<file path="src/core/sac_pkg.sv">
package sac_pkg;
    // Bus and array sizes
    localparam int DW = 32;
    localparam int AW = 8;
    localparam int NCH = 8;
    localparam int NRES = 4;
    localparam int CW = 10;
    localparam int RW = 11;

    // Register byte offsets
    localparam logic [AW-1:0] OFF_CTRL = 8'h00;
    localparam logic [AW-1:0] OFF_SAMPLE = 8'h04;
    localparam logic [AW-1:0] OFF_SINGLE = 8'h08;
    localparam logic [AW-1:0] OFF_SCAN = 8'h0C;
    localparam logic [AW-1:0] OFF_LIMIT = 8'h10;
    localparam logic [AW-1:0] OFF_STATUS = 8'h14;
    localparam logic [AW-1:0] OFF_MASK = 8'h18;
    localparam logic [AW-1:0] OFF_NODE = 8'h1C;
    localparam logic [AW-1:0] OFF_RESULT0 = 8'h20;

    // Control register fields
    localparam int C_PS = 0;
    localparam int C_RES8 = 2;
    localparam int C_WFR = 3;
    localparam int C_ACC = 4;
    localparam int C_PRIO = 5;
    localparam int C_CANCEL = 6;
    localparam int C_TRIG0 = 7;
    localparam int C_TRIG1 = 8;
    localparam int CTRL_W = 9;
    localparam logic [1:0] PS_RESET = 2'h3;
    localparam logic [CTRL_W-1:0] CTRL_RESET = 9'h003;

    // Prescale ratios for codes 00, 01, 10, 11
    localparam int DIV_00 = 2;
    localparam int DIV_01 = 3;
    localparam int DIV_10 = 4;
    localparam int DIV_11 = 32;

    // Other fields and reset values
    localparam logic [7:0] SAMPLE_RESET = 8'h02;
    localparam int S_CH = 0;
    localparam int S_TGT = 4;
    localparam int S_PEND = 8;
    localparam int L_LO = 0;
    localparam int L_HI = 16;
    localparam logic [CW-1:0] LO_RESET = 10'h000;
    localparam logic [CW-1:0] HI_RESET = 10'h3FF;
    localparam int EV_DONE = 0;
    localparam int EV_LIMIT = 1;
    localparam int NEV = 2;
    localparam int ST_BUSY = 4;
    localparam int ST_CH = 5;
    localparam int RES_VALID = 15;
    localparam logic [CW-1:0] SAR_START = 10'h200;

    typedef enum logic [2:0] {ST_IDLE, ST_SYNC, ST_SAMPLE, ST_CONV, ST_WRITE} sac_state_t;
endpackage : sac_pkg

</file>
<file path="src/core/sac_adc_ctrl.sv">
// Contract
// - Result width selectable between eight and ten bits.
// - One of eight inputs is chosen per conversion; successive approximation.
// - Four independent result registers receive finished results.
// - Wait-for-read keeps an unread result from being overwritten.
// - Optional filter sums two successive results into one register.
// - Two request sources, arbitrated by programmable priority.
// - Running conversion can be cancelled and restarted by higher priority.
// - Results are checked against limits; outcome flags and can interrupt.
// - Conversion interrupts route to configurable service node outputs.
// - The trigger starting each request source is selectable.
// - Analog and digital clocks derive from the module clock.
// - Internal analog clock times both sample and conversion length.
// - Prescale codes 00,01,10,11 divide by 2,3,4,32.
// - Prescale select resets to code 11, divide by 32.
// - Phases run sync, sample, convert, write result, in order.
//
// The register addresses and register access over Avalon-MM were left to the implementer.
`timescale 1ns/1ps
module sac_adc_ctrl
    import sac_pkg::*;
(
    input wire logic ref_clk,
    input wire logic rst,
    input wire logic [sac_pkg::AW-1:0] avs_address,
    input wire logic avs_read,
    input wire logic avs_write,
    input wire logic [sac_pkg::DW-1:0] avs_writedata,
    output logic [sac_pkg::DW-1:0] avs_readdata,
    output logic avs_waitrequest,
    input wire logic ext_trigger,
    input wire logic cmp_in,
    output logic analog_input_clock,
    output logic [2:0] channel_select,
    output logic sample_en,
    output logic [sac_pkg::CW-1:0] dac_code,
    output logic irq,
    output logic [1:0] irq_node
);
    import sac_pkg::*;

    sac_state_t state;
    logic [CTRL_W-1:0] ctrl;
    logic [7:0] samp;
    logic [2:0] sgl_ch;
    logic [1:0] sgl_tgt;
    logic arm0, pend0;
    logic [NCH-1:0] scan_mask, scan_left;
    logic [CW-1:0] lim_lo, lim_hi;
    logic [NEV-1:0] status, mask, node;
    logic [RW-1:0] res_data [NRES];
    logic [NRES-1:0] res_valid, res_half;
    logic trg_s1, trg_s2, trg_s3, cmp_s1, cmp_s2;
    logic cur_src;
    logic [2:0] cur_ch;
    logic [1:0] cur_tgt;
    logic [7:0] samp_cnt;
    logic [3:0] bitpos;
    logic [DW-1:0] next_rdata;
    logic tick, wr, rd, trg_rise, hi_src;
    logic [2:0] scan_next;
    logic el0, el1, pick_src, preempt, fin, out_lim;
    logic [RW-1:0] conv_val, fin_val;
    logic [3:0] lsb;

    // Analog input clock from the module clock; digital part runs on ref_clk
    sac_clk_div u_div (
        .ref_clk(ref_clk),
        .rst(rst),
        .sel(ctrl[C_PS+1:C_PS]),
        .tick(tick)
    );
    assign analog_input_clock = tick;

    // Write lands where the master sees waitrequest low; a read clears result
    // valid where its data is latched, so a result arriving meanwhile stays valid
    assign wr = avs_write & ~avs_waitrequest;
    assign rd = avs_read & avs_waitrequest;

    // Pins cross two flops before use
    always_ff @(posedge ref_clk or posedge rst)
    begin
        if (rst)
        begin
            {trg_s1, trg_s2, trg_s3} <= 3'h0;
            {cmp_s1, cmp_s2} <= 2'h0;
        end
        else
        begin
            {trg_s1, trg_s2, trg_s3} <= {ext_trigger, trg_s1, trg_s2};
            {cmp_s1, cmp_s2} <= {cmp_in, cmp_s1};
        end
    end
    assign trg_rise = trg_s2 & ~trg_s3;

    // Lowest set channel of the remaining scan set
    function automatic logic [2:0] first_set(input logic [NCH-1:0] m);
        first_set = 3'h0;
        for (int k = NCH - 1; k >= 0; k--)
        begin
            if (m[k])
                first_set = 3'(k);
        end
    endfunction : first_set

    // Arbitration; a source whose target is still unread is held off
    always_comb
    begin
        scan_next = first_set(scan_left);
        el0 = pend0 & ~(ctrl[C_WFR] & res_valid[sgl_tgt]);
        el1 = (|scan_left) & ~(ctrl[C_WFR] & res_valid[scan_next[1:0]]);
        hi_src = ctrl[C_PRIO];
        pick_src = hi_src ? el1 : ~el0;
        preempt = ctrl[C_CANCEL] & (cur_src != hi_src) & (hi_src ? el1 : el0)
            & ((state == ST_SAMPLE) | (state == ST_CONV));
        lsb = ctrl[C_RES8] ? 4'h2 : 4'h0;
        conv_val = ctrl[C_RES8] ? {3'h0, dac_code[CW-1:2]} : {1'b0, dac_code};
        fin = (state == ST_WRITE) & (~ctrl[C_ACC] | res_half[cur_tgt]);
        fin_val = (ctrl[C_ACC] & res_half[cur_tgt]) ? res_data[cur_tgt] + conv_val
            : conv_val;
        out_lim = (fin_val > {1'b0, lim_hi}) | (fin_val < {1'b0, lim_lo});
    end

    // Conversion sequencer; sync, sample and convert timed in analog ticks, write lasts one ref_clk cycle
    always_ff @(posedge ref_clk or posedge rst)
    begin
        if (rst)
        begin
            state <= ST_IDLE;
            cur_src <= 1'b0;
            cur_ch <= 3'h0;
            cur_tgt <= 2'h0;
            samp_cnt <= 8'h00;
            bitpos <= 4'h0;
            dac_code <= '0;
            channel_select <= 3'h0;
            sample_en <= 1'b0;
        end
        else if (preempt)
        begin
            // Lower source stays pending, so it restarts later
            state <= ST_SYNC;
            cur_src <= hi_src;
            cur_ch <= hi_src ? scan_next : sgl_ch;
            cur_tgt <= hi_src ? scan_next[1:0] : sgl_tgt;
            sample_en <= 1'b0;
            dac_code <= '0;
        end
        else
        begin
            unique case (state)
                ST_IDLE:
                    if (el0 | el1)
                    begin
                        state <= ST_SYNC;
                        cur_src <= pick_src;
                        cur_ch <= pick_src ? scan_next : sgl_ch;
                        cur_tgt <= pick_src ? scan_next[1:0] : sgl_tgt;
                    end
                ST_SYNC:
                begin
                    channel_select <= cur_ch;
                    if (tick)
                    begin
                        state <= ST_SAMPLE;
                        samp_cnt <= (samp == 8'h00) ? 8'h01 : samp;
                        sample_en <= 1'b1;
                    end
                end
                ST_SAMPLE:
                    if (tick)
                    begin
                        if (samp_cnt == 8'h01)
                        begin
                            state <= ST_CONV;
                            sample_en <= 1'b0;
                            dac_code <= SAR_START;
                            bitpos <= 4'(CW - 1);
                        end
                        else
                            samp_cnt <= samp_cnt - 8'h01;
                    end
                ST_CONV:
                    if (tick)
                    begin
                        // One bit per analog tick, comparator decides keep
                        if (!cmp_s2)
                            dac_code[bitpos] <= 1'b0;
                        if (bitpos == lsb)
                            state <= ST_WRITE;
                        else
                        begin
                            dac_code[bitpos - 4'h1] <= 1'b1;
                            bitpos <= bitpos - 4'h1;
                        end
                    end
                ST_WRITE:
                    state <= ST_IDLE;
            endcase
        end
    end

    // Request sources with selectable triggers
    always_ff @(posedge ref_clk or posedge rst)
    begin
        if (rst)
        begin
            arm0 <= 1'b0;
            pend0 <= 1'b0;
            scan_left <= '0;
        end
        else
        begin
            if (wr && avs_address == OFF_SINGLE)
                arm0 <= 1'b1;
            if ((wr && avs_address == OFF_SINGLE && !ctrl[C_TRIG0])
                || (arm0 && ctrl[C_TRIG0] && trg_rise))
                pend0 <= 1'b1;
            else if (state == ST_WRITE && !cur_src)
                pend0 <= 1'b0;
            if ((wr && avs_address == OFF_SCAN && !ctrl[C_TRIG1])
                || (ctrl[C_TRIG1] && trg_rise))
                scan_left <= (wr && avs_address == OFF_SCAN)
                    ? avs_writedata[NCH-1:0] : scan_mask;
            else if (state == ST_WRITE && cur_src)
                scan_left[cur_ch] <= 1'b0;
        end
    end

    // Configuration registers
    always_ff @(posedge ref_clk or posedge rst)
    begin
        if (rst)
        begin
            ctrl <= CTRL_RESET;
            samp <= SAMPLE_RESET;
            sgl_ch <= 3'h0;
            sgl_tgt <= 2'h0;
            scan_mask <= '0;
            lim_lo <= LO_RESET;
            lim_hi <= HI_RESET;
            mask <= '0;
            node <= '0;
        end
        else if (wr)
        begin
            unique case (avs_address)
                OFF_CTRL: ctrl <= avs_writedata[CTRL_W-1:0];
                OFF_SAMPLE: samp <= avs_writedata[7:0];
                OFF_SINGLE:
                begin
                    sgl_ch <= avs_writedata[S_CH+2:S_CH];
                    sgl_tgt <= avs_writedata[S_TGT+1:S_TGT];
                end
                OFF_SCAN: scan_mask <= avs_writedata[NCH-1:0];
                OFF_LIMIT:
                begin
                    lim_lo <= avs_writedata[L_LO+CW-1:L_LO];
                    lim_hi <= avs_writedata[L_HI+CW-1:L_HI];
                end
                OFF_MASK: mask <= avs_writedata[NEV-1:0];
                OFF_NODE: node <= avs_writedata[NEV-1:0];
                default: ;
            endcase
        end
    end

    // Result registers; new data wins over a same-cycle read clear
    for (genvar i = 0; i < NRES; i++)
    begin : g_res
        always_ff @(posedge ref_clk or posedge rst)
        begin
            if (rst)
            begin
                res_data[i] <= '0;
                res_valid[i] <= 1'b0;
                res_half[i] <= 1'b0;
            end
            else if (state == ST_WRITE && cur_tgt == 2'(i))
            begin
                res_data[i] <= fin_val;
                res_half[i] <= ctrl[C_ACC] & ~res_half[i];
                if (fin)
                    res_valid[i] <= 1'b1;
            end
            else if (rd && avs_address == OFF_RESULT0 + AW'(4 * i))
                res_valid[i] <= 1'b0;
        end
    end

    // Sticky events, write one to clear; set beats clear
    always_ff @(posedge ref_clk or posedge rst)
    begin
        if (rst)
            status <= '0;
        else
            status <= (status & ~((wr && avs_address == OFF_STATUS)
                ? avs_writedata[NEV-1:0] : '0))
                | {fin & out_lim, fin};
    end

    // Interrupt lines: one combined, two routed nodes
    always_ff @(posedge ref_clk or posedge rst)
    begin
        if (rst)
        begin
            irq <= 1'b0;
            irq_node <= 2'h0;
        end
        else
        begin
            irq <= |(status & mask);
            irq_node[0] <= |(status & mask & ~node);
            irq_node[1] <= |(status & mask & node);
        end
    end

    // Read mux; unmapped addresses read zero
    always_comb
    begin
        next_rdata = '0;
        unique case (avs_address)
            OFF_CTRL: next_rdata[CTRL_W-1:0] = ctrl;
            OFF_SAMPLE: next_rdata[7:0] = samp;
            OFF_SINGLE: next_rdata[S_PEND:0] = {pend0, 2'h0, sgl_tgt, 1'b0, sgl_ch};
            OFF_SCAN: next_rdata[S_PEND:0] = {|scan_left, scan_mask};
            OFF_LIMIT: next_rdata = {6'h00, lim_hi, 6'h00, lim_lo};
            OFF_STATUS: next_rdata[ST_CH+2:0] = {cur_ch, state != ST_IDLE, 2'h0, status};
            OFF_MASK: next_rdata[NEV-1:0] = mask;
            OFF_NODE: next_rdata[NEV-1:0] = node;
            default:
                if (avs_address[AW-1:4] == OFF_RESULT0[AW-1:4] && avs_address[1:0] == 2'h0)
                    next_rdata[RES_VALID:0] = {res_valid[avs_address[3:2]], 4'h0,
                        res_data[avs_address[3:2]]};
        endcase
    end

    // Fixed two-cycle answer: waitrequest drops one cycle after the request
    always_ff @(posedge ref_clk or posedge rst)
    begin
        if (rst)
        begin
            avs_waitrequest <= 1'b1;
            avs_readdata <= '0;
        end
        else
        begin
            avs_waitrequest <= ~((avs_read | avs_write) & avs_waitrequest);
            if ((avs_read | avs_write) & avs_waitrequest)
                avs_readdata <= next_rdata;
        end
    end

    // Helper logic for the checks below
    logic [5:0] tick_gap;
    logic gap_ok, ctrl_written;
    logic [7:0] samp_seen;
    always_ff @(posedge ref_clk or posedge rst)
    begin
        if (rst)
        begin
            tick_gap <= 6'h00;
            gap_ok <= 1'b0;
            ctrl_written <= 1'b0;
            samp_seen <= 8'h00;
        end
        else
        begin
            tick_gap <= tick ? 6'h00 : tick_gap + 6'h01;
            gap_ok <= tick ? 1'b1 : gap_ok & ~(wr && avs_address == OFF_CTRL);
            ctrl_written <= ctrl_written | (wr && avs_address == OFF_CTRL);
            if (state == ST_SYNC)
                samp_seen <= 8'h00;
            else if (state == ST_SAMPLE && tick)
                samp_seen <= samp_seen + 8'h01;
        end
    end

    function automatic logic [5:0] ratio(input logic [1:0] s);
        ratio = (s == 2'b00) ? 6'(DIV_00) : (s == 2'b01) ? 6'(DIV_01)
            : (s == 2'b10) ? 6'(DIV_10) : 6'(DIV_11);
    endfunction : ratio
endmodule : sac_adc_ctrl

</file>
<file path="src/core/sac_clk_div.sv">
`timescale 1ns/1ps
// Prescaler: one-cycle tick every N module clocks
module sac_clk_div
    import sac_pkg::*;
(
    input wire logic ref_clk,
    input wire logic rst,
    input wire logic [1:0] sel,
    output logic tick
);
    logic [4:0] cnt;
    logic [4:0] lim;

    // Terminal count per prescale code
    always_comb
    begin
        unique case (sel)
            2'b00: lim = 5'(DIV_00 - 1);
            2'b01: lim = 5'(DIV_01 - 1);
            2'b10: lim = 5'(DIV_10 - 1);
            2'b11: lim = 5'(DIV_11 - 1);
        endcase
    end

    // Compare with >= so a smaller ratio never strands the counter
    always_ff @(posedge ref_clk or posedge rst)
    begin
        if (rst)
        begin
            cnt <= 5'h00;
            tick <= 1'b0;
        end
        else if (cnt >= lim)
        begin
            cnt <= 5'h00;
            tick <= 1'b1;
        end
        else
        begin
            cnt <= cnt + 5'h01;
            tick <= 1'b0;
        end
    end
endmodule : sac_clk_div

</file>
<file path="config.mk">
export PLATFORM = sky130hd
export DESIGN_NAME = sac_adc_ctrl
export DESIGN_NICKNAME = d
export VERILOG_FILES = /design/src/core/sac_pkg.sv /design/src/core/sac_adc_ctrl.sv /design/src/core/sac_clk_div.sv
export SDC_FILE = /design/constraint.sdc
export NUM_CORES = 1
export LEC_CHECK = 0
export BUFFER_PORTS_ARGS = -buffer_cell sky130_fd_sc_hd__buf_2
export CORE_MARGIN = 2
export CORE_UTILIZATION = 35
export DETAILED_ROUTE_END_ITERATION = 16
export GPL_ROUTABILITY_DRIVEN = 0
export HOLD_SLACK_MARGIN = 0.1
export PLACE_DENSITY_LB_ADDON = 0.3
export SYNTH_ARGS = -nofsm -noshare
export SYNTH_HDL_FRONTEND = slang
export SYNTH_SLANG_ARGS = --single-unit
</file>
<file path="constraint.sdc">
create_clock -name ref_clk -period 8.1 [get_ports ref_clk]
set_input_delay 1.62 -clock ref_clk [delete_from_list [all_inputs] [get_ports ref_clk]]
set_output_delay 1.62 -clock ref_clk [all_outputs]
set_load 0.01 [all_outputs]
</file>
-- Word level (Yosys, flattened, before mapping)
Cells that the tools add are included.
- register bits after elaboration: 200
- latch bits: 0
- bits in writable memories: 0
- bits in read-only memories: 0
- input bits: 46
- output and inout port bits: 51
- memories kept: 0
- $add $sub $neg: 4
- multipliers: 0
- div/mod/pow operators: 0
- $lt $le $gt $ge: 15
- equality and inequality tests: 41
- shifts and indexed selects: 0
- muxes and demuxes: 103
- bitwise logic cells: 49
- reduce and logical (&&, ||, !) cells: 71
- operators with widths (operator ; number):
    $mux W10 ; 11
    $mux W3 ; 20
    $mux W8 ; 7
    $mux W11 ; 5
    $bmux W11 S2 ; 2
    $pmux W6 S7 ; 1
    $eq A8 B5 Y1 const B ; 4
    $eq A8 B6 Y1 const B ; 4
    $mux W1 ; 28
    $reduce_and A2 Y1 ; 13
    $logic_and A1 B1 Y1 ; 22
    $pmux W10 S2 ; 1
    $pmux W5 S4 ; 1
    $reduce_bool A2 Y1 ; 10
    $and A1 B1 Y1 ; 18
    $eq A8 B4 Y1 const B ; 2
    $logic_not A8 Y1 ; 2
    $mux W16 ; 1
    $mux W4 ; 4
    $pmux W2 S8 ; 1
    $pmux W8 S2 ; 1
    $pmux W3 S5 ; 1
    $mux W2 ; 7
    $ne A2 B2 Y1 const B ; 7
    57 further kinds ; 110

-- Depth between registers and ports, before layout
Gate-level depths: netlist of run 1.
- depth in word-level cells: 22
- gate-level depth with buffers: 22
- mapped depth without buffers: 20

-- Cells and area by module
A second synthesis of run 1 with hierarchy kept.
- cells, all modules: 1046
- area, all modules: 10689.0 um^2
- by module, submodules not included (module ; instances ; cells each ; area each (um^2) ; seq. area each (um^2)):
    sac_adc_ctrl ; 1 ; 1012 ; 10318.6 ; 4621.9
    sac_clk_div ; 1 ; 34 ; 370.4 ; 150.1

-- Worst setup path after synthesis of run 1
No wires, ideal clock.
- path kind: reg2reg
- start: register cur_tgt[0]
- end: register status[1]
- setup time: 0.094 ns
- data arrival time: 4.610 ns
- data required time: 8.006 ns
- path slack: 3.396 ns
- cell stages (with the launch flop): 22
- period minus slack after synthesis: 4.704 ns
- path through: dfrtp_1 -> clkbuf_1 -> buf_1 -> mux4_2 -> ha_1 -> a21o_1 -> a21oi_1 -> o21bai_1 -> a31o_2 -> a21oi_1 -> xnor2_1 -> mux2i_1 -> inv_1 -> ha_1 -> nand2_1 -> nor4_1 -> a2111oi_0 -> o21ai_0 -> a41o_1 -> o2111ai_1 -> a21oi_1 -> a211oi_1
- word-level cells in the longest chain between the ends: 10
- RTL lines (item ; RTL line ; source):
    start, declared ; sac_adc_ctrl.sv:56 ; logic [1:0] cur_tgt;
    start signal, assigned ; sac_adc_ctrl.sv:145 ; cur_tgt <= hi_src ? scan_next[1:0] : sgl_tgt;
    start signal, assigned ; sac_adc_ctrl.sv:158 ; cur_tgt <= pick_src ? scan_next[1:0] : sgl_tgt;
    $not A2 Y3 (implied by the code) ; sac_adc_ctrl.sv:119 ; fin_val = (ctrl[C_ACC] & res_half[cur_tgt]) ? res_data[cur_tgt] + conv_val
    $bmux W11 S2 ; sac_adc_ctrl.sv:119 ;
    $mux W11 (implied by the code) (2 in a row) ; sac_adc_ctrl.sv:119 ;
    $add A11 B10 Y11 ; sac_adc_ctrl.sv:119 ;
    $mux W11 (*) ; sac_adc_ctrl.sv:119 ;
    named net fin_val[7] ; sac_adc_ctrl.sv:63 ; logic [RW-1:0] conv_val, fin_val;
    $gt A11 B10 Y1 / $lt A11 B10 Y1 (equally long branches) ; sac_adc_ctrl.sv:121 ; out_lim = (fin_val > {1'b0, lim_hi}) | (fin_val < {1'b0, lim_lo});
    $or A1 B1 Y1 (*) ; sac_adc_ctrl.sv:121 ;
    $and A1 B1 Y1 (*) ; sac_adc_ctrl.sv:299 ; | {fin & out_lim, fin};
    $or A2 B2 Y2 (*) ; sac_adc_ctrl.sv:299 ;
    end signal, assigned ; sac_adc_ctrl.sv:297 ; status <= (status & ~((wr && avs_address == OFF_STATUS)
    end, declared ; sac_adc_ctrl.sv:50 ; logic [NEV-1:0] status, mask, node;
Mark *: on every way through the listed nets, which the timed path passes. The rest lies on a longest branch. The select of a mux whose other input is x is not followed.
A chain may end at the register's enable or synchronous reset.

-- Worst setup path after layout of run 1
Ends and elaborated chain as after synthesis.

==> summary.txt, run 1 <==
Die
  – Initial Utilization: 0.356
  – Die extent in y: 178 um
  – Die Area: 31600 um2
  – I/O pins: 97
  – Row count: 63
  – Die width: 178 um
  – Core area: 29700 um2

Layout
  – Area occupied by multi-input gates: 5390 um2
  – Sequential cell area: 4770 um2
  – N_diodes: 0
  – Share of layout cells above drive strength 1: 0.209
  – Nets: 1186
  – Most frequent cells in the layout: dfrtp_1 (176), nand2_1 (163), o21ai_0 (97)
  – Synth-to-Final Area Change: 12.2%
  – Commonest non-fill, non-tap cell in the layout: dfrtp_1
  – Layout fillers: 2954

Clocking
  – Number of CTS-inserted buffers: 17
  – Root Driver: clkbuf_16
  – H-tree levels: 4
  – Worst-Skew Late Latency: 0.45 ns
  – Post-CTS setup buffer count: 0
  – CTS tree: done
  – CTS sink cnt: 190
  – # hold bufs at CTS: 0
  – Worst-path clk slew: 0.07 ns
  – CTS Buffer Depth: 2
  – PostCTS Resize Cnt: 0

Worst setup path
  – Reg-to-reg slack, setup: 3.31 ns
  – Slowest CP cell: mux4_2
  – Worst Path Max Fanout: 20
  – CP Cell Sequence: buf_4 > mux4_2 > ha_1 > a21o_1 > a21oi_1 > o21bai_1 > a31o_2 > a21oi_1 > xnor2_1 > mux2i_1 > inv_1 > ha_1 > nand2_1 > nor4_1 > a2111oi_0 > o21ai_0 > a41o_1 > o2111ai_1 > a21oi_1 > a211oi_1
  – WS Path Type: flop to flop
  – Worst r2r src: cur_tgt[0]
  – Crit start category: flop
  – Endpoint type of the worst setup path: flop
  – CP Data Arrival Time: 5.13 ns
  – Slowest stage delay, CP: 0.61 ns
  – Critical Path Stages: 20
  – CP delay by family, top: compound AO/OA/AOI/OAI gates
  – Crit path capture: status[1]
  – Reg2Reg Depth: 20
  – Crit path buf inv count: 2
  – Req. time, crit path: 8.45 ns
  – Setup crit start: cur_tgt[0]
  – Most common cell type on the critical path: a21oi_1
  – FF-to-FF End: status[1]

Route
  – Average wire per cell in the routed design: 18.7 um
  – Routed vias/inst: 5.38
  – DR DRC count: 0
  – WL final: 28100 um
  – 1st-iter DRT viols: 633
  – Drt pass-1 iters: 7
  – ANT nets after route: 0
  – Via count: 8071

Yosys
  – Register area share after synthesis: 0.451
  – Synthesized cell area: 10600 um2
  – Avg Synthesized Cell Area: 10.1 um2
  – Primary FF master, synth: dfrtp_1
  – FF+latch count, synth: 190
  – Yosys cell types: 78
  – Ys async rst share: 1.00
  – Cells after synthesis: 1042
  – Synthesis Warnings: 0
  – Post-synth EDFFs: 0

Timing
  – Layout Skew: 0.0133 ns
  – Period minus WS final: 4.79 ns
  – Slew headroom: 0.169
  – Setup TNS Final: 0 ns
  – Actual slew at the worst max-slew pin: 1.24 ns
  – Fmax: 209 MHz
  – RSZ-0062 raised after global routing: no
  – Final Hold Viols: 0
  – Final Slew Violations: 0
  – Fin worst setup slack: 3.31 ns
  – Final setup violation count: 0
  – Tcrit/Tclk final: 0.591
  – WHS: 0.349 ns

Job
  – MaxCap Viol Count: 0

Global route
  – Largest net degree at the start of global routing: 119
  – Initial antenna violation count: 0
  – Vias in the first global route: 7916
  – First-pass GRT wire length: 44900 um
  – Gr usage total: 0.186
  – Total gr overflow: 0

Pwr
  – Power per Cell Area: 234 nW/um2
  – Static leakage: 5.40 nW
  – VDD IR max: 159 uV

Place
  – Placed wire-length estimate: 20400 um
  – IO Port Bufs: 74
  – Dpl ws: 3.33 ns

Min path
  – HP Class: flop to flop
  – Min-delay src: cmp_s1

Outcome
  – Outcome: finished, final reports clean
-- report_power, final --
part | switching, mW | total [mW] | internal [mW]
clock | 0.391 | 0.856 | 0.465
sequential | 0.115 | 1.14 | 1.03
combinational | 0.473 | 0.781 | 0.308
-- worst min-delay path by stage --
stage	end	slack [ns]	depth (start not counted)
2_1_floorplan	cmp_s2	0.33	0
6_report	cmp_s2	0.35	0
3_5_place_dp	cmp_s2	0.34	0
4_1_cts	cmp_s2	0.35	0
3_3_place_gp	cmp_s2	0.33	0
5_1_grt	cmp_s2	0.36	0
-- through the flow --
step / total power [mW] / cells / instance area [um2] / util
after floorplan: 1.72 / 1051 / 10600 / -
after global placement: 1.93 / 1468 / 11300 / 0.379
after detailed placement: 1.94 / 1468 / 11300 / 0.379
after CTS: 2.80 / 1500 / 11900 / 0.399
after global routing: 2.96 / 1500 / 11900 / 0.399
final: 2.78 / 1500 / 11900 / 0.399
-- worst reg2reg max path, cell delays in order (launching register included) --
cell	delay, ns
dfrtp_1	0.33
buf_4	0.33
mux4_2	0.62
ha_1	0.29
a21o_1	0.15
a21oi_1	0.22
o21bai_1	0.11
a31o_2	0.28
a21oi_1	0.17
xnor2_1	0.08
mux2i_1	0.42
inv_1	0.14
ha_1	0.29
nand2_1	0.09
nor4_1	0.06
a2111oi_0	0.33
o21ai_0	0.16
a41o_1	0.22
o2111ai_1	0.11
a21oi_1	0.07
a211oi_1	0.22
-- per-layer routing --
layer,vias to the layer above,global-route usage,part of all wire
li1,3847,-,-
met1,4041,0.252,0.45
met2,158,0.303,0.49
met3,25,0.0351,0.041
met4,0,0.0516,0.018
met5,-,0,0
-- synth_stat cells, types with 9 or more instances --
| cell type | number | share of area |
|---|---|---|
| nor2_1 | 47 | 0.017 |
| clkbuf_1 | 31 | 0.011 |
| a21o_1 | 11 | 0.0078 |
| nand2_1 | 163 | 0.058 |
| o21ai_1 | 10 | 0.0047 |
| dfrtp_1 | 176 | 0.42 |
| a22oi_1 | 10 | 0.0071 |
| nor2b_1 | 11 | 0.0065 |
| buf_4 | 10 | 0.0071 |
| inv_1 | 48 | 0.017 |
| a21oi_1 | 54 | 0.026 |
| ha_1 | 42 | 0.050 |
| o21ai_0 | 97 | 0.046 |
| mux2_2 | 54 | 0.058 |
| buf_2 | 10 | 0.0047 |
| dfstp_2 | 14 | 0.035 |
| nand3_1 | 25 | 0.012 |
| nand2b_1 | 17 | 0.010 |
| mux4_2 | 25 | 0.053 |
| nor3_1 | 17 | 0.0080 |
| mux2i_1 | 13 | 0.012 |
| a221o_1 | 9 | 0.0085 |
-- area by class of cell --
cell class	instances	area share
timing repair buffer	82	0.0363
sequential	190	0.402
clock inverter	12	0.0131
inverter	48	0.0158
multi-input combinational	758	0.455
tap	390	0.0411
clock buffer	20	0.0368
-- state kept, by name, summed over array words and instances, names as in the netlist, 3 cells and up --
signal	count
sgl_ch	3
res_valid	4
ctrl	9
channel_select	3
state	3
bitpos	4
u_div.cnt	5
cur_ch	3
lim_hi	10
scan_left	8
samp_cnt	8
samp	8
lim_lo	10
res_half	4
dac_code	10
res_data	44
avs_readdata	22
scan_mask	8
-- cells by family (layout without fill, tap and decap cells) --
| family | after synthesis | in the layout | synth area share |
|---|---|---|---|
| XOR/XNOR | 12 | 12 | 0.00994 |
| multiplexers | 102 | 102 | 0.135 |
| buffers and inverters | 103 | 162 | 0.0420 |
| AO/OA/AOI/OAI | 262 | 262 | 0.161 |
| other | 1 | 10 | 0.000355 |
| AND/OR/NAND/NOR | 329 | 329 | 0.149 |
| adder cells (fa/ha/maj) | 43 | 43 | 0.0516 |
| flip-flops | 190 | 190 | 0.451 |
Power figures use the tool's default switching activity.
==> inputs of run 2 (changes only) <==
Settings changed: ABC_AREA from default to 1.
Clock period 8.1 ns to 4.58 ns, I/O delays scaled along.
==> summary.txt, run 2 <==
Outcome
  – Outcome: finished, final reports clean

Timing
  – Slew headroom: 0.312 (+0.143)
  – Final Slew Violations: 0 (unchanged)
  – Layout Skew: 0.0148 ns (+0.00150 ns)
  – Fmax: 242 MHz (+16%)
  – Tcrit/Tclk final: 0.904 (+0.313)
  – Final Hold Viols: 0 (unchanged)
  – Setup TNS Final: 0 ns (unchanged)
  – WHS: 0.351 ns (+0.00244 ns)
  – Actual slew at the worst max-slew pin: 1.03 ns (-0.215 ns)
  – Period minus WS final: 4.14 ns (-0.647 ns)
  – RSZ-0062 raised after global routing: no
  – Final setup violation count: 0 (unchanged)

Yosys
  – Yosys cell types: 63 (-19%)
  – Top post-synthesis cells by area: dfrtp_1 (42%), nand2_1 (9.9%), o21ai_0 (7.9%)
  – Synthesis Warnings: 0 (unchanged)
  – Ys async rst share: 1.00 (unchanged)
  – Area fraction of the dominant cell type after synthesis: 0.417 (about the same)
  – Count leader, synth: nand2_1
  – Cells after synthesis: 1309 (+26%)
  – Synthesized cell area: 10600 um2 (about the same)
  – Register area share after synthesis: 0.451 (about the same)
  – FF+latch count, synth: 190 (unchanged)
  – Post-synth EDFFs: 0 (unchanged)
  – Post-synth top area cell: dfrtp_1
  – Avg Synthesized Cell Area: 8.08 um2 (-20%)
  – Synth top cells by count: nand2_1 (280), inv_1 (186), dfrtp_1 (176)
  – Primary FF master, synth: dfrtp_1

Min path
  – Min-delay src: cmp_s1
  – Hold endpoint: cmp_s2
  – Worst hold path depth: 0 (unchanged)
  – HP Class: flop to flop

Pwr
  – Clock power frac: 0.272 (-0.036)
  – VDD IR max: 281 uV (+77%)
  – Power per Cell Area: 468 nW/um2 (+100%)
  – Total power: 5.59 mW (+100%)
  – Power share of the combinational group: 0.341 (+0.060)
  – Pint: 3.33 mW (+85%)
  – Psw: 2.25 mW (+130%)
  – Sequential power share: 0.387 (-0.025)
  – Sw Ratio: 0.404 (+0.0516)
  – Static leakage: 5.71 nW (+5.8%)

Layout
  – Commonest non-fill, non-tap cell in the layout: nand2_1
  – Area occupied by multi-input gates: 4830 um2 (-10%)
  – Final core utilization: 0.402 (+0.00244)
  – Share of layout cells above drive strength 1: 0.129 (-0.0801)
  – Cell Count, Final, Fillers Out: 1779 (+19%)
  – Max reg flops: 44 (unchanged)
  – Most frequent cells in the layout: nand2_1 (280), inv_1 (185), dfrtp_1 (176)
  – Nets: 1465 (+24%)
  – Top reg by flops: res_data
  – Layout fillers: 2963 (+0.30%)
  – N_diodes: 0 (unchanged)
  – Regs by FF count: res_data: 44 flops, avs_readdata: 22 flops
  – Sequential cell area: 4770 um2 (unchanged)
  – Synth-to-Final Area Change: 12.9%

Clocking
  – Worst-Skew Late Latency: 0.44 ns (about the same)
  – CTS sink cnt: 190 (unchanged)
  – CTS tree: done
  – Root Driver: clkbuf_16
  – CTS Buffer Depth: 2 (unchanged)
  – Worst-path clk slew: 0.08 ns (about the same)
  – H-tree levels: 4 (unchanged)
  – Number of CTS-inserted buffers: 17 (unchanged)

Route
  – Average wire per cell in the routed design: 16.7 um (-11%)
  – Drt pass-1 iters: 5 (-2)
  – 1st-iter DRT viols: 880 (+39%)
  – WL final: 29700 um (+5.7%)
  – Via count: 9254 (+15%)
  – DR DRC count: 0 (unchanged)
  – ANT nets after route: 0 (unchanged)
  – Routed vias/inst: 5.20 (-3.3%)

Worst setup path
  – Endpoint type of the worst setup path: flop
  – CP Data Arrival Time: 4.47 ns (-0.66 ns)
  – Reg2Reg Depth: 22 (+10%)
  – Reg-to-reg slack, setup: 0.44 ns (-2.87 ns)
  – Setup crit start: cur_tgt[1]
  – Worst r2r src: cur_tgt[1]
  – Worst Path Max Fanout: 14 (-30%)
  – FF-to-FF End: status[1]
  – Req. time, crit path: 4.91 ns (-3.54 ns)
  – Crit start category: flop
  – WS Path Type: flop to flop

Die
  – Core area: 29700 um2 (unchanged)
  – Die width: 178 um (about the same)
  – Die extent in y: 178 um (about the same)
  – Initial Utilization: 0.356 (about the same)
  – Die Area: 31600 um2 (about the same)
  – Row count: 63 (unchanged)
  – I/O pins: 97 (unchanged)

Place
  – Placed Cells: 1747 (+19%)
  – IO Port Bufs: 74 (unchanged)
  – Placed wire-length estimate: 22200 um (+8.9%)

Global route
  – Largest net degree at the start of global routing: 105 (-12%)
  – Vias in the first global route: 8767 (+11%)
  – Gr usage total: 0.196 (+0.0101)
  – Initial antenna violation count: 0 (unchanged)
  – Total gr overflow: 0 (unchanged)
  – First-pass GRT wire length: 48000 um (+6.9%)

Job
  – MaxCap Viol Count: 0 (unchanged)
-- run 2: cell types whose count changed after synthesis, moves of 17 or more --
cell | before | now
o22ai_1 | 2 | 19
mux2_2 | 54 | 1
nor2_1 | 47 | 74
mux4_2 | 25 | 0
nand2_1 | 163 | 280
o21ai_0 | 97 | 166
nand2b_1 | 17 | 0
inv_1 | 48 | 186
-- run 2: logic make-up after synthesis --
group / count (synthesis) / share of synthesized area
AO/OA/AOI/OAI: 363 / 0.204
XOR/XNOR: 12 / 0.00994
adder cells (fa/ha/maj): 43 / 0.0516
buffers and inverters: 248 / 0.0948
flip-flops: 190 / 0.451
multiplexers: 1 / 0.00106
other: 1 / 0.000355
AND/OR/NAND/NOR: 451 / 0.186
-- run 2: power by group through the flow --
| stage | logic [mW] | registers, mW | clock network, mW |
|---|---|---|---|
| after detailed placement | 1.89 | 2.19 | 0 |
| final | 1.91 | 2.16 | 1.52 |
| after global placement | 1.85 | 2.18 | 0 |
| after floorplan | 1.38 | 2.15 | 0 |
| after CTS | 1.90 | 2.16 | 1.54 |
| after global routing | 2.16 | 2.20 | 1.61 |
-- run 2: worst max-delay path by stage --
stage | depth (start not counted) | slack [ns] | end
6_report | 22 | 0.44 | status[1]
5_1_grt | 22 | 0.04 | status[1]
4_1_cts | 23 | 0.39 | status[1]
3_5_place_dp | 23 | 0.43 | status[1]
3_3_place_gp | 23 | 0.42 | status[1]
2_1_floorplan | 22 | 0.96 | status[1]
-- run 2: metrics by stage --
stage / instance area [um2] / setup slack, ns
finish: 11900 / 0.441
CTS: 11900 / 0.387
detailed placement: 11300 / 0.426
floorplan: 10600 / 0.965
global placement: 11300 / 0.421
global route: 11900 / 0.0440
-- run 2: worst max-delay path, stage by stage, from the launching register on --
cell      delay (ns)
dfrtp_1         0.43
inv_1           0.08
nand2_1         0.18
inv_4           0.13
a22oi_1         0.17
o221ai_1        0.19
ha_1            0.38
inv_1           0.09
nor3_1          0.32
a21o_1          0.20
nand2_1         0.05
o21ai_0         0.22
xnor2_1         0.15
nand2_1         0.06
nand2_1         0.18
inv_1           0.14
ha_1            0.34
nand4_1         0.09
or3_1           0.30
a21oi_1         0.15
nand2_1         0.07
nand2_1         0.05
nand2_1         0.05
-- run 2: repair_timing --
action                                  CTS  global route
endpoints found under the setup margin    0             1
setup buffers                             0             0
gates resized for setup                   0             1
hold buffers                              0             0
endpoints found under the hold margin     0             0
-- run 2: area by class of cell --
| class | count | share of cell area |
|---|---|---|
| multi-input cells | 880 | 0.405 |
| flip-flops and latches | 190 | 0.400 |
| repair buffers | 87 | 0.0403 |
| clock inverters | 14 | 0.0143 |
| well taps | 390 | 0.0409 |
| clock buffers | 18 | 0.0360 |
| inverters | 200 | 0.0638 |
-- run 2: routing by layer --
layer | GRT usage | vias to the layer above | share of wire
met5 | 0 | - | 0
met4 | 0.0464 | 0 | 0.014
met3 | 0.0392 | 22 | 0.063
met2 | 0.315 | 317 | 0.46
met1 | 0.271 | 4419 | 0.46
li1 | - | 4496 | -
